<file path="src/rtl/hpsp_pkg.sv">
// Package: configuration fields and structs for the host port strobe pins
package hpsp_pkg;
    localparam int CTRL_W = 16;
    // Port control register field positions
    localparam int CTL_HOST_EN = 0;
    localparam int CTL_DUAL_STROBE = 1;
    localparam int CTL_DUAL_REQ = 2;
    localparam int CTL_REQ_OD = 3;
    localparam int CTL_POL_DS = 4;
    localparam int CTL_POL_RD = 5;
    localparam int CTL_POL_WR = 6;
    localparam int CTL_POL_REQ = 7;
    localparam int CTL_POL_TXRQ = 8;
    localparam int CTL_POL_RXRQ = 9;
    localparam int CTL_POL_ACK = 10;
    localparam logic [15:0] CTRL_RST = 16'h0000;
    // Pin indices within the four-pin group
    localparam int NPIN = 4;
    localparam int PIN_A = 0;
    localparam int PIN_B = 1;
    localparam int PIN_C = 2;
    localparam int PIN_D = 3;
    localparam logic [3:0] PIN_RST = 4'h0;

    typedef struct packed {
        logic readNotWrite;
        logic accessStrobe;
        logic readStrobe;
        logic writeStrobe;
        logic acknowledge;
    } hpsp_host_ev_t;

    typedef struct packed {
        logic combined;
        logic tx;
        logic rx;
    } hpsp_req_t;

    typedef struct packed {
        logic [3:0] o;
        logic [3:0] oe;
    } hpsp_pins_t;
endpackage : hpsp_pkg

</file>
<file path="src/rtl/hpsp_sync.sv">
// Two-flop synchroniser for the pin inputs
`timescale 1ns/10ps
module hpsp_sync
(
    input wire logic core_clk,
    input wire logic rst_n,
    input wire logic [3:0] asyncIn,
    output logic [3:0] syncOut
);
    logic [3:0] meta_r;
    logic [3:0] meta_nxt;
    logic [3:0] sync_r;
    logic [3:0] sync_nxt;

    always_comb
    begin
        meta_nxt = asyncIn;
        sync_nxt = meta_r;
        if (!rst_n)
        begin
            meta_nxt = hpsp_pkg::PIN_RST;
            sync_nxt = hpsp_pkg::PIN_RST;
        end
    end

    always_ff @(posedge core_clk)
    begin
        meta_r <= meta_nxt;
        sync_r <= sync_nxt;
    end

    assign syncOut = sync_r;
endmodule : hpsp_sync

</file>
<file path="src/rtl/hpsp_top.sv">
// Host port strobe, request and acknowledge pin configuration logic
// Functional notes
// - single strobe: pin A gives read/write
// - dual strobe: pin A is read strobe
// - single strobe: pin B qualifies each access
// - dual strobe: pin B is write strobe
// - single request: pin C drives combined request
// - dual request: pin C drives transmit request
// - dual request: pin D drives receive request
// - requests selectable driven or open-drain
// - GPIO mode: pins are per-bit direction ports
// - stop: former inputs stay ignored
// - stop: former outputs keep last level
// - wait state leaves pins unchanged
// - pin function follows 16-bit control word
`timescale 1ns/10ps
module hpsp_top
(
    input wire logic core_clk,
    input wire logic rst_n,
    input wire logic [15:0] portCtrl,
    input wire logic [3:0] gpioDir,
    input wire logic [3:0] gpioOut,
    input wire logic stopMode,
    input wire logic waitMode,
    input wire logic [3:0] pinIn,
    input wire logic reqCombined,
    input wire logic reqTx,
    input wire logic reqRx,
    output logic [3:0] pinOut,
    output logic [3:0] pinOe,
    output logic [3:0] gpioIn,
    output hpsp_pkg::hpsp_host_ev_t hostEv,
    output logic waitSeen
);
    logic [3:0] pinSync;
    logic [15:0] ctrl_r;
    logic [15:0] ctrl_nxt;
    hpsp_pkg::hpsp_pins_t pins_r;
    hpsp_pkg::hpsp_pins_t pins_nxt;
    hpsp_pkg::hpsp_host_ev_t ev_r;
    hpsp_pkg::hpsp_host_ev_t ev_nxt;
    logic [3:0] gin_r;
    logic [3:0] gin_nxt;
    logic wait_r;
    logic wait_nxt;
    logic hostEn;
    logic dualStb;
    logic dualReq;
    logic reqOd;
    hpsp_pkg::hpsp_req_t reqPin;
    logic [3:0] drvLevel;
    logic [3:0] drvEn;
    logic [3:0] inMask;

    hpsp_sync u_sync
    (
        .core_clk(core_clk),
        .rst_n(rst_n),
        .asyncIn(pinIn),
        .syncOut(pinSync)
    );

    // Control word registered; frozen while stopped so pins hold
    always_comb
    begin
        ctrl_nxt = ctrl_r;
        if (!rst_n)
            ctrl_nxt = hpsp_pkg::CTRL_RST;
        else if (!stopMode)
            ctrl_nxt = portCtrl;
    end

    always_ff @(posedge core_clk)
    begin
        ctrl_r <= ctrl_nxt;
    end

    assign hostEn = ctrl_r[hpsp_pkg::CTL_HOST_EN];
    assign dualStb = ctrl_r[hpsp_pkg::CTL_DUAL_STROBE];
    assign dualReq = ctrl_r[hpsp_pkg::CTL_DUAL_REQ];
    assign reqOd = ctrl_r[hpsp_pkg::CTL_REQ_OD];

    // Polarity bit zero means active-low at the pin
    assign reqPin.combined = reqCombined ~^ ctrl_r[hpsp_pkg::CTL_POL_REQ];
    assign reqPin.tx = reqTx ~^ ctrl_r[hpsp_pkg::CTL_POL_TXRQ];
    assign reqPin.rx = reqRx ~^ ctrl_r[hpsp_pkg::CTL_POL_RXRQ];

    always_comb
    begin
        drvLevel = gpioOut;
        drvEn = gpioDir;
        if (hostEn)
        begin
            drvLevel = 4'h0;
            drvEn = 4'h0;
            if (dualReq)
            begin
                drvLevel[hpsp_pkg::PIN_C] = reqPin.tx;
                drvLevel[hpsp_pkg::PIN_D] = reqPin.rx;
                drvEn[hpsp_pkg::PIN_C] = 1'b1;
                drvEn[hpsp_pkg::PIN_D] = 1'b1;
            end
            else
            begin
                drvLevel[hpsp_pkg::PIN_C] = reqPin.combined;
                drvEn[hpsp_pkg::PIN_C] = 1'b1;
            end
            // Open-drain only pulls low; high is released to the pull-up
            if (reqOd)
                drvEn = drvEn & ~drvLevel;
        end
    end

    // Pins read as GPIO inputs in the present configuration; none in host mode
    assign inMask = hostEn ? 4'h0 : ~gpioDir;

    always_comb
    begin
        pins_nxt = pins_r;
        if (!rst_n)
        begin
            pins_nxt.o = hpsp_pkg::PIN_RST;
            pins_nxt.oe = hpsp_pkg::PIN_RST;
        end
        else if (!stopMode)
        begin
            pins_nxt.o = drvLevel;
            pins_nxt.oe = drvEn;
        end
        // Stop: last level and enable held, standing in for the keeper
    end

    always_ff @(posedge core_clk)
    begin
        pins_r <= pins_nxt;
    end

    // Input decode; ignored in stop and in reset
    always_comb
    begin
        ev_nxt = ev_r;
        gin_nxt = gin_r;
        if (!rst_n)
        begin
            ev_nxt = '0;
            gin_nxt = hpsp_pkg::PIN_RST;
        end
        else if (!stopMode)
        begin
            ev_nxt = '0;
            gin_nxt = (pinSync & inMask) | (pins_r.o & ~inMask);
            if (hostEn)
            begin
                gin_nxt = 4'h0;
                if (dualStb)
                begin
                    ev_nxt.readStrobe = pinSync[hpsp_pkg::PIN_A] ~^
                        ctrl_r[hpsp_pkg::CTL_POL_RD];
                    ev_nxt.writeStrobe = pinSync[hpsp_pkg::PIN_B] ~^
                        ctrl_r[hpsp_pkg::CTL_POL_WR];
                    ev_nxt.accessStrobe = ev_nxt.readStrobe | ev_nxt.writeStrobe;
                    ev_nxt.readNotWrite = ev_nxt.readStrobe;
                end
                else
                begin
                    ev_nxt.readNotWrite = pinSync[hpsp_pkg::PIN_A];
                    ev_nxt.accessStrobe = pinSync[hpsp_pkg::PIN_B] ~^
                        ctrl_r[hpsp_pkg::CTL_POL_DS];
                    ev_nxt.readStrobe = ev_nxt.accessStrobe & ev_nxt.readNotWrite;
                    ev_nxt.writeStrobe = ev_nxt.accessStrobe & ~ev_nxt.readNotWrite;
                end
                if (!dualReq)
                    ev_nxt.acknowledge = pinSync[hpsp_pkg::PIN_D] ~^
                        ctrl_r[hpsp_pkg::CTL_POL_ACK];
            end
        end
    end

    always_ff @(posedge core_clk)
    begin
        ev_r <= ev_nxt;
        gin_r <= gin_nxt;
    end

    // Wait is only reported; it has no path into the pin logic
    always_comb
    begin
        wait_nxt = rst_n ? waitMode : 1'b0;
    end

    always_ff @(posedge core_clk)
    begin
        wait_r <= wait_nxt;
    end

    assign pinOut = pins_r.o;
    assign pinOe = pins_r.oe;
    assign gpioIn = gin_r;
    assign hostEv = ev_r;
    assign waitSeen = wait_r;

    a_reset_undriven: assert property (@(posedge core_clk) !rst_n |=> pinOe == 4'h0)
        else $error("pin driven after reset cycle");
    a_stop_holds: assert property (@(posedge core_clk) disable iff (!rst_n)
        stopMode && $past(stopMode) |-> $stable(pinOut) && $stable(pinOe))
        else $error("pin changed during stop");
    a_stop_ignored: assert property (@(posedge core_clk) disable iff (!rst_n)
        stopMode ##1 stopMode |-> $stable(gpioIn) && $stable(hostEv))
        else $error("input seen during stop");
    a_wait_noeffect: assert property (@(posedge core_clk) disable iff (!rst_n)
        !stopMode && $stable(portCtrl) && $stable(gpioDir) && $stable(gpioOut)
        && $stable(reqCombined) && $stable(reqTx) && $stable(reqRx) && !$stable(waitMode)
        ##1 !stopMode |=> $stable(pinOut) && $stable(pinOe))
        else $error("wait changed a pin");
    a_gpio_dir: assert property (@(posedge core_clk) disable iff (!rst_n)
        !stopMode && !portCtrl[hpsp_pkg::CTL_HOST_EN] ##1 !stopMode
        |=> pinOe == $past(gpioDir) && pinOut == $past(gpioOut))
        else $error("gpio pin drive mismatch");
    a_single_req: assert property (@(posedge core_clk) disable iff (!rst_n)
        !stopMode && hostEn && !dualReq && !reqOd
        |=> pinOe[hpsp_pkg::PIN_C] && pinOut[hpsp_pkg::PIN_C] ==
        ($past(reqCombined) ~^ $past(ctrl_r[hpsp_pkg::CTL_POL_REQ])))
        else $error("combined request wrong");
    a_dual_req: assert property (@(posedge core_clk) disable iff (!rst_n)
        !stopMode && hostEn && dualReq && !reqOd
        |=> pinOe[hpsp_pkg::PIN_D] && pinOut[hpsp_pkg::PIN_D] ==
        ($past(reqRx) ~^ $past(ctrl_r[hpsp_pkg::CTL_POL_RXRQ])))
        else $error("receive request wrong");
    a_tx_req: assert property (@(posedge core_clk) disable iff (!rst_n)
        !stopMode && hostEn && dualReq && !reqOd
        |=> pinOut[hpsp_pkg::PIN_C] ==
        ($past(reqTx) ~^ $past(ctrl_r[hpsp_pkg::CTL_POL_TXRQ])))
        else $error("transmit request wrong");
    a_open_drain: assert property (@(posedge core_clk) disable iff (!rst_n)
        !stopMode && hostEn && reqOd |=> (pinOe & pinOut) == 4'h0)
        else $error("open-drain drove high");
    a_strobe_read: assert property (@(posedge core_clk) disable iff (!rst_n)
        !stopMode && hostEn && dualStb && !ctrl_r[hpsp_pkg::CTL_POL_RD]
        |=> hostEv.readStrobe == !$past(pinSync[hpsp_pkg::PIN_A]))
        else $error("read strobe polarity wrong");

    c_gpio: cover property (@(posedge core_clk) rst_n && !hostEn && pinOe != 4'h0);
    c_dual_write: cover property (@(posedge core_clk) rst_n && dualStb && hostEv.writeStrobe);
    c_ack: cover property (@(posedge core_clk) rst_n && hostEv.acknowledge);
    c_stop: cover property (@(posedge core_clk) rst_n && stopMode [*3]);
endmodule : hpsp_top

</file>
<file path="config.mk">
export PLATFORM = sky130hd
export DESIGN_NAME = hpsp_top
export DESIGN_NICKNAME = d
export VERILOG_FILES = /design/src/rtl/hpsp_pkg.sv /design/src/rtl/hpsp_sync.sv /design/src/rtl/hpsp_top.sv
export SDC_FILE = /design/constraint.sdc
export NUM_CORES = 1
export LEC_CHECK = 0
export ABC_AREA = 1
export BUFFER_PORTS_ARGS = -buffer_cell sky130_fd_sc_hd__buf_2
export CORE_ASPECT_RATIO = 0.5
export CORE_UTILIZATION = 49
export DETAILED_ROUTE_END_ITERATION = 8
export PLACE_DENSITY_LB_ADDON = 0.12
export RECOVER_POWER = 50
export SLEW_MARGIN = 5
export SYNTH_ARGS = -nofsm -noshare
export SYNTH_HDL_FRONTEND = slang
export SYNTH_SLANG_ARGS = --single-unit
</file>
<file path="constraint.sdc">
create_clock -name core_clk -period 1.4 [get_ports core_clk]
set_clock_uncertainty 0.15 [all_clocks]
set_input_delay 0.14 -clock core_clk [delete_from_list [all_inputs] [get_ports core_clk]]
set_output_delay 0.14 -clock core_clk [all_outputs]
set_load 0.02 [all_outputs]
</file>
==> flow_summary.ini, run 1 <==
[worst_setup_path]
worstSetupPathType = input port to flip-flop
cp-start-kind = input port
crit_path_end_kind = flip-flop
required_ns = 1.43
worst_ep_arrival_time_ns = 1.29
critical_path.max_fanout = 8

[yosys]
synth_seq_cells = 37
yosys.area.top_type = dfxtp_1
synth.most_common_cell = nand2_1
synthTopCellsByArea = dfxtp_1 48%, nand2_1 12%, a21oi_1 7.1%
synth_common_cells = 50 x nand2_1, 37 x dfxtp_1, 28 x inv_1
synth.cell_area_mm2 = 0.001556
synth_cell_types = 22
synth_top_flop_cell = dfxtp_1
synth_top_area_share_pct = 47.59
syn-num-nets = 238
syn_area_per_cell_um2 = 7.667
yosys_warnings = 0
synthCells = 203
synth_edf_count = 0
synth_async_sr_flop_share_pct = 0
seq_area_frac_synth_pct = 47.59

[global_routing]
gr-total-overflow = 0
grt_max_degree = 19
antenna_found_initial = 0
grt_pass1_vias = 1292
grt_pass1_wl_um = 5382
grt.total_usage_pct = 21.99

[pwr]
pwr-share-seq_pct = 51.0
internal-power_mw = 1.661
powerDensity_mw_per_mm2 = 1064
pwr-share-clk_pct = 33.5
power.net_switching_mw = 0.5870
leakage_nw = 0.9860
pwr-share-comb_pct = 15.5
p_sw_share_pct = 26.11
ir_drop_v = 0.0006992
power_mw = 2.248

[floorplanning]
die_w_um = 81.71
ios = 53
die_h_um = 41.86
initial_core_util_pct = 51.66
die_area_mm2 = 0.003420
rows = 14
core_mm2 = 0.003013

[layout]
layout.nets = 312
diodes = 0
area_delta_synth_final_pct = 35.77
drive_above_1_share_pct = 20.22
fill_cells = 256

[drt]
vias = 1447
via_per_inst = 4.565
routed_wl_um = 3372
drcViolationCount = 0
dr.pass1.iters = 4
wl_per_cell_um = 10.64
drtIter0Drc = 27
antenna_left = 0

[clock_tree]
clk_pin_slew_worst_paths_ns = 0.07
post_cts_resized = 0
cts_hold_buf = 23
clock-sinks = 37
postCtsSetupBuffers = 0
cts-root-buf = clkbuf_8
cts_max_level = 2
clock_latency_ns = 0.29
cts_buffer_depth = 2
cts_tree = done
numCtsBuffers = 5

[hold_path]
hp-class = input port to flip-flop

[sta]
fin_setup_tns_ns = 0
period_share_pct = 89.50
fin_crit_ns = 1.253
setup_violations = 0
finalMaxSlewViolations = 0
grt_setup_unrepaired = no
maxSlewHeadroom_pct = 80.64
worst_pin_slew_ns = 0.2904
hold_viol_final = 0
fmax_ghz = 0.7981

[placement]
place.gp.congestion = 0.7847
portBuffers = 47
dp_hpwl_um = 2253

[flow_run]
maxCapViolCount = 0

[status]
outcome = finished, final reports clean
## logic make-up after synthesis
group | Yosys count | synth area share, %
XOR/XNOR | 2 | 1.126
AND/OR/NAND/NOR | 81 | 22.99
buffers and inverters | 39 | 11.98
flip-flops | 37 | 47.59
AO/OA/AOI/OAI | 44 | 16.32
## layout make-up
class / count / area [um^2] / area share [%]
clock buffers: 7 / 86.33 / 4.085
inverters: 30 / 117.6 / 5.565
multi-input cells: 127 / 629.4 / 29.78
repair buffers: 76 / 489.2 / 23.15
well taps: 40 / 50.05 / 2.368
flip-flops and latches: 37 / 740.7 / 35.05
## cells in the final DEF, fill, tap and decap left out
master | netlist | final
clkbuf_1 | 0 | 18
inv_1 | 28 | 28
xnor2_1 | 2 | 2
nor2_4 | 1 | 1
o21a_4 | 1 | 1
a21oi_1 | 22 | 22
inv_4 | 2 | 2
buf_4 | 2 | 6
nand3_2 | 2 | 2
nor2_2 | 1 | 1
o21ai_2 | 1 | 1
nor2_8 | 1 | 1
dlygate4sd3_1 | 0 | 23
a21oi_2 | 2 | 2
nor2_1 | 17 | 17
nand2_1 | 50 | 50
buf_2 | 4 | 30
nand3_1 | 6 | 6
o211ai_1 | 3 | 3
dfxtp_1 | 37 | 37
nand2_2 | 3 | 3
o21ai_0 | 13 | 13
clkbuf_8 | 0 | 6
a22oi_1 | 2 | 2
## per-layer routing
layer / track usage [%] / routed length [um] / share of wire, %
met5: 0 / 0 / 0
met4: 11.58 / 69 / 2.0
met3: 7.253 / 173 / 5.1
met2: 35.50 / 1496 / 44
met1: 25.96 / 1633 / 48
## per-stage QoR
stage / util, % / hold WS (ns) / std cells / setup slack, ns / area [um^2]
2_1_floorplan: - / 0.08763 / 203 / 0.3027 / 1556
3_3_place_gp: 60.34 / 0.1707 / 287 / 0.1905 / 1818
3_5_place_dp: 60.34 / 0.1779 / 287 / 0.1684 / 1818
4_1_cts: 70.85 / 0.02328 / 317 / 0.1519 / 2135
5_1_grt: 70.14 / 0.04312 / 317 / 0.01171 / 2113
6_report: 70.14 / 0.03676 / 317 / 0.1470 / 2113
## power groups by stage
stage	Sequential, mW	Combinational, mW	Clock, mW
after CTS	1.15	0.354	0.774
after global placement	1.17	0.298	0
after global routing	1.15	0.389	0.814
after detailed placement	1.17	0.305	0
final	1.15	0.348	0.753
after floorplan	1.20	0.180	0
## registers in the layout (all words and copies together) (netlist names)
signal / count
ctrl_r: 11
gpioIn: 4
hostEv: 5
pinOe: 4
pinOut: 4
u_sync.meta_r: 4
u_sync.syncOut: 4
waitSeen: 1
## worst max-delay path, cell delays in order
cell and delay, ns:
dlygate4sd3_1 0.53, buf_2 0.17, inv_1 0.20, buf_4 0.20
a21oi_1 0.04
## worst paths after layout
kind / depth (start not counted) / slack (ns) / to / from
max: 5 / 0.15 / gpioIn[1] / rst_n
min: 4 / 0.04 / pinOut[3] / reqRx
max reg2reg: 5 / 0.16 / hostEv[1] / ctrl_r[0]
min reg2reg: 2 / 0.28 / u_sync.syncOut[2] / u_sync.meta_r[2]
Power figures use the tool's default switching activity.
==> inputs of run 2 (changes only) <==
--- a/config.mk
+++ b/config.mk
@@ -7,11 +7,15 @@
 export LEC_CHECK = 0
 export ABC_AREA = 1
 export BUFFER_PORTS_ARGS = -buffer_cell sky130_fd_sc_hd__buf_2
+export CAP_MARGIN = 10
+export CELL_PAD_IN_SITES_DETAIL_PLACEMENT = 2
+export CELL_PAD_IN_SITES_GLOBAL_PLACEMENT = 2
 export CORE_ASPECT_RATIO = 0.5
-export CORE_UTILIZATION = 49
+export CORE_UTILIZATION = 27
 export DETAILED_ROUTE_END_ITERATION = 8
 export PLACE_DENSITY_LB_ADDON = 0.12
 export RECOVER_POWER = 50
+export SKIP_CTS_REPAIR_TIMING = 1
 export SLEW_MARGIN = 5
 export SYNTH_ARGS = -nofsm -noshare
 export SYNTH_HDL_FRONTEND = slang
==> flow_summary.ini, run 2 (synthesis gave the netlist of run 1 again) <==
[status]
outcome = finished, violations left
violations = negative hold slack

[drt]
routed_wl_um = 4268
wl_per_cell_um = 12.70
drtIter0Drc = 21
antenna_left = 0
via_per_inst = 4.289
dr.pass1.iters = 4
vias = 1441
drcViolationCount = 0

[layout]
drive_above_1_share_pct = 24.33
final_common_cell = nand2_1
diodes = 0
final_cell_mix = 50 x nand2_1, 39 x buf_2, 37 x dfxtp_1
area_delta_synth_final_pct = 32.56
largest_register = ctrl_r
largest_register_ffs = 11
layout.nets = 297

[sta]
fin_setup_tns_ns = 0
hold_ws_ns = -0.03577
grt_setup_unrepaired = no
fmax_ghz = 0.7949
finalMaxSlewViolations = 0
hold_viol_final = 7
finalWorstSetupSlack_ns = 0.1420
worst_pin_slew_ns = 0.5281
setup_violations = 0
fin_crit_ns = 1.258
maxSlewHeadroom_pct = 64.80
period_share_pct = 89.86

[clock_tree]
clk_pin_slew_worst_paths_ns = 0.05
cts-root-buf = clkbuf_16
clock_latency_ns = 0.27
numCtsBuffers = 5
cts_max_level = 2
clock-sinks = 37
cts_tree = done
cts_buffer_depth = 2

[floorplanning]
ios = 53
die_w_um = 109.4
rows = 19
die_h_um = 55.69
core_mm2 = 0.005515
initial_core_util_pct = 28.22
die_area_mm2 = 0.006091

[hold_path]
hp-class = input port to flip-flop

[global_routing]
grt_max_degree = 22
gr-total-overflow = 0
grt_pass1_wl_um = 7017
grt.total_usage_pct = 15.26
grt_pass1_vias = 1542
antenna_found_initial = 0

[placement]
dp_hpwl_um = 3260
place.gp.congestion = 0.7086
portBuffers = 47
dpl_worst_slack_ns = 0.1800

[worst_setup_path]
worst_ep_arrival_time_ns = 1.31
worstSetupPathType = input port to flip-flop
required_ns = 1.45
critical_path.max_fanout = 18
crit_path_end_kind = flip-flop
cp-start-kind = input port
max_stage_delay_ns = 0.41
path_cells = clkbuf_1, clkbuf_2, o21ai_0, a21oi_1
ff2ff_setup_slack_ns = 0.19
slowest_stage = clkbuf_2

[pwr]
powerDensity_mw_per_mm2 = 1230
leakage_nw = 0.9816
ir_drop_v = 0.0004122

[flow_run]
maxCapViolCount = 0
==> run 2: changes by cell type in the layout (fill, tap and decap cells not counted), sizes merged <==
cell and delta:
buf +8, dlygate4sd3 -15, clkbuf -7
==> run 2: final cells by class <==
type / count / area, um^2
Fill cell: 671 / 3452
Inverter: 30 / 117.6
Timing Repair Buffer: 61 / 347.8
Sequential cell: 37 / 740.7
Multi-Input combinational cell: 127 / 629.4
Clock buffer: 8 / 136.4
Tap cell: 73 / 91.34
==> run 2: power breakdown <==
part / switching [mW] / total, mW / internal, mW
logic: 0.195 / 0.331 / 0.136
registers: 0.0360 / 1.15 / 1.11
clock network: 0.397 / 1.06 / 0.662
total: 0.628 / 2.54 / 1.91
==> run 2: final timing paths <==
check	startpoint	endpoint	cells past startpoint
hold reg to reg	u_sync.meta_r[0]	u_sync.syncOut[0]	2
setup / recovery	stopMode	ctrl_r[6]	4
hold / removal	portCtrl[2]	ctrl_r[2]	3
setup reg to reg	ctrl_r[0]	gpioIn[2]	5
==> run 2: per-layer routing <==
metal	track usage, %	wire, um
met3	4.567	151
met4	3.429	18
met5	0	0
met2	26.59	2143
met1	18.48	1955
==> run 2: metrics by stage <==
stage	util [%]	area (um^2)	cells	hold slack [ns]	power (mW)
after floorplan	-	1556	203	0.08763	1.376
after global placement	33.71	1859	320	0.1724	1.482
after detailed placement	33.71	1859	320	0.1792	1.497
after CTS	36.18	1996	328	-0.1054	2.582
after global routing	37.41	2063	336	0.001832	2.676
final	37.41	2063	336	-0.03577	2.538
==> run 2: critical path, delay by kind of cell <==
family	cells	cell delay, ns
buffers and inverters	2	0.81
AO/OA/AOI/OAI	2	0.35
==> inputs of run 3 (changes only) <==
--- a/config.mk
+++ b/config.mk
@@ -14,7 +14,6 @@
 export CORE_UTILIZATION = 27
 export DETAILED_ROUTE_END_ITERATION = 8
 export PLACE_DENSITY_LB_ADDON = 0.12
-export RECOVER_POWER = 50
 export SKIP_CTS_REPAIR_TIMING = 1
 export SLEW_MARGIN = 5
 export SYNTH_ARGS = -nofsm -noshare
==> flow_summary.ini, run 3 (synthesis gave the netlist of run 1 again) <==
[pwr]
powerDensity_mw_per_mm2 = 1225
power_mw = 2.542
leakage_nw = 1.014
ir_drop_v = 0.0004124
p_sw_share_pct = 24.69
pwr-share-comb_pct = 13.2
power.net_switching_mw = 0.6276
internal-power_mw = 1.914
pwr-share-clk_pct = 41.6
pwr-share-seq_pct = 45.2

[layout]
largest_register_ffs = 11
fill_cells = 668
drive_above_1_share_pct = 27.38
final_common_cell = nand2_1
diodes = 0
multi_input_area_um2 = 629.4
layout.nets = 297
largest_register = ctrl_r
register_area_um2 = 740.7
area_delta_synth_final_pct = 33.36
finalNonFillerCells = 336
final_cell_mix = 50 x nand2_1, 47 x buf_2, 37 x dfxtp_1

[status]
outcome = finished, violations left
violations = negative hold slack

[worst_setup_path]
worstSetupPathType = flip-flop to flip-flop
ff2ff_setup_slack_ns = 0.19
slowest_stage = dfxtp_1
path_cells = buf_4, nor2_1, nand2_1, o211ai_1, a21oi_1
r2r_cells = 5
worst_ep_arrival_time_ns = 1.22
reg2reg_to = gpioIn[2]
critical_path.max_fanout = 4
crit_family = flip-flops
r2r-start = ctrl_r[0]
required_ns = 1.41
crit_cells = 5
crit_path_end_kind = flip-flop
max_stage_delay_ns = 0.31
path_buf_inv = 1
cp-start-kind = flip-flop

[placement]
placed_cells = 320
place.gp.congestion = 0.7086
portBuffers = 47
dp_hpwl_um = 3260

[sta]
setup_violations = 0
fin_setup_tns_ns = 0
grt_setup_unrepaired = no
hold_viol_final = 7
period_share_pct = 86.62
hold_ws_ns = -0.03574
fmax_ghz = 0.8247
maxSlewHeadroom_pct = 83.82
worst_pin_slew_ns = 0.2402
finalMaxSlewViolations = 0
fin_crit_ns = 1.213

[global_routing]
grt_pass1_vias = 1542
antenna_found_initial = 0
grt_max_degree = 22
grt.total_usage_pct = 15.26
gr-total-overflow = 0
grt_pass1_wl_um = 7017

[floorplanning]
ios = 53
die_area_mm2 = 0.006091
die_h_um = 55.69
initial_core_util_pct = 28.22
rows = 19
core_mm2 = 0.005515
die_w_um = 109.4

[drt]
vias = 1437
drcViolationCount = 0
drtIter0Drc = 21
wl_per_cell_um = 12.73
routed_wl_um = 4278
dr.pass1.iters = 4
via_per_inst = 4.277
antenna_left = 0

[hold_path]
hold_end = ctrl_r[2]
holdPathStages = 3
holdCritStartpoint = portCtrl[2]
hp-class = input port to flip-flop

[clock_tree]
cts_buffer_depth = 2
cts_tree = done
cts_max_level = 2
clk_pin_slew_worst_paths_ns = 0.05
numCtsBuffers = 5
clock-sinks = 37
cts-root-buf = clkbuf_16
clock_latency_ns = 0.27

[flow_run]
maxCapViolCount = 0
## run 3: cell types whose count changed in the layout (fill, tap and decap cells not counted), sizes merged
cell	change
clkbuf	-9
buf	+9
## run 3: area by class of cell
cell class,instances,area share (%)
multi-input combinational,127,30.32
clock buffer,8,6.570
sequential,37,35.68
inverter,30,5.666
tap,73,4.400
timing repair buffer,61,17.36
## run 3: how the worst max path moves through the flow
stage | start | end | slack [ns]
after detailed placement | ctrl_r[0] | pinOe[2] | 0.18
after global routing | ctrl_r[0] | gpioIn[2] | 0.06
after global placement | ctrl_r[0] | gpioIn[2] | 0.24
after CTS | ctrl_r[0] | gpioIn[2] | 0.16
final | ctrl_r[0] | gpioIn[2] | 0.19
after floorplan | ctrl_r[0] | pinOe[2] | 0.30
## run 3: layer usage
metal | part of all wire, % | GRT usage (%) | vias to the layer above
li1 | - | - | 753
met1 | 46 | 18.48 | 659
met2 | 50 | 26.59 | 23
met3 | 3.5 | 4.567 | 2
met4 | 0.42 | 3.429 | 0
met5 | 0 | 0 | -
## run 3: through the flow
stage                     util [%]  area (um^2)  hold slack, ns  worst slack [ns]
after global routing         37.64         2076        0.001318           0.06323
final                        37.64         2076        -0.03574            0.1874
after CTS                    36.18         1996         -0.1054            0.1627
after global placement       33.71         1859          0.1724            0.2351
after floorplan                  -         1556         0.08763            0.3027
after detailed placement     33.71         1859          0.1792            0.1800
## run 3: power by group through the flow
stage               Sequential (mW)  Combinational, mW  Clock, mW
floorplan                      1.20              0.180          0
global placement               1.17              0.312          0
detailed placement             1.17              0.324          0
CTS                            1.15              0.327       1.10
global route                   1.16              0.380       1.14
finish                         1.15              0.335       1.06
## run 3: worst reg2reg max path: cells and delay by family (launching register included)
family          cells  cell delay [ns]
flops               1             0.31
simple gates        2             0.31
compound gates      2             0.18
buf+inv             1             0.16
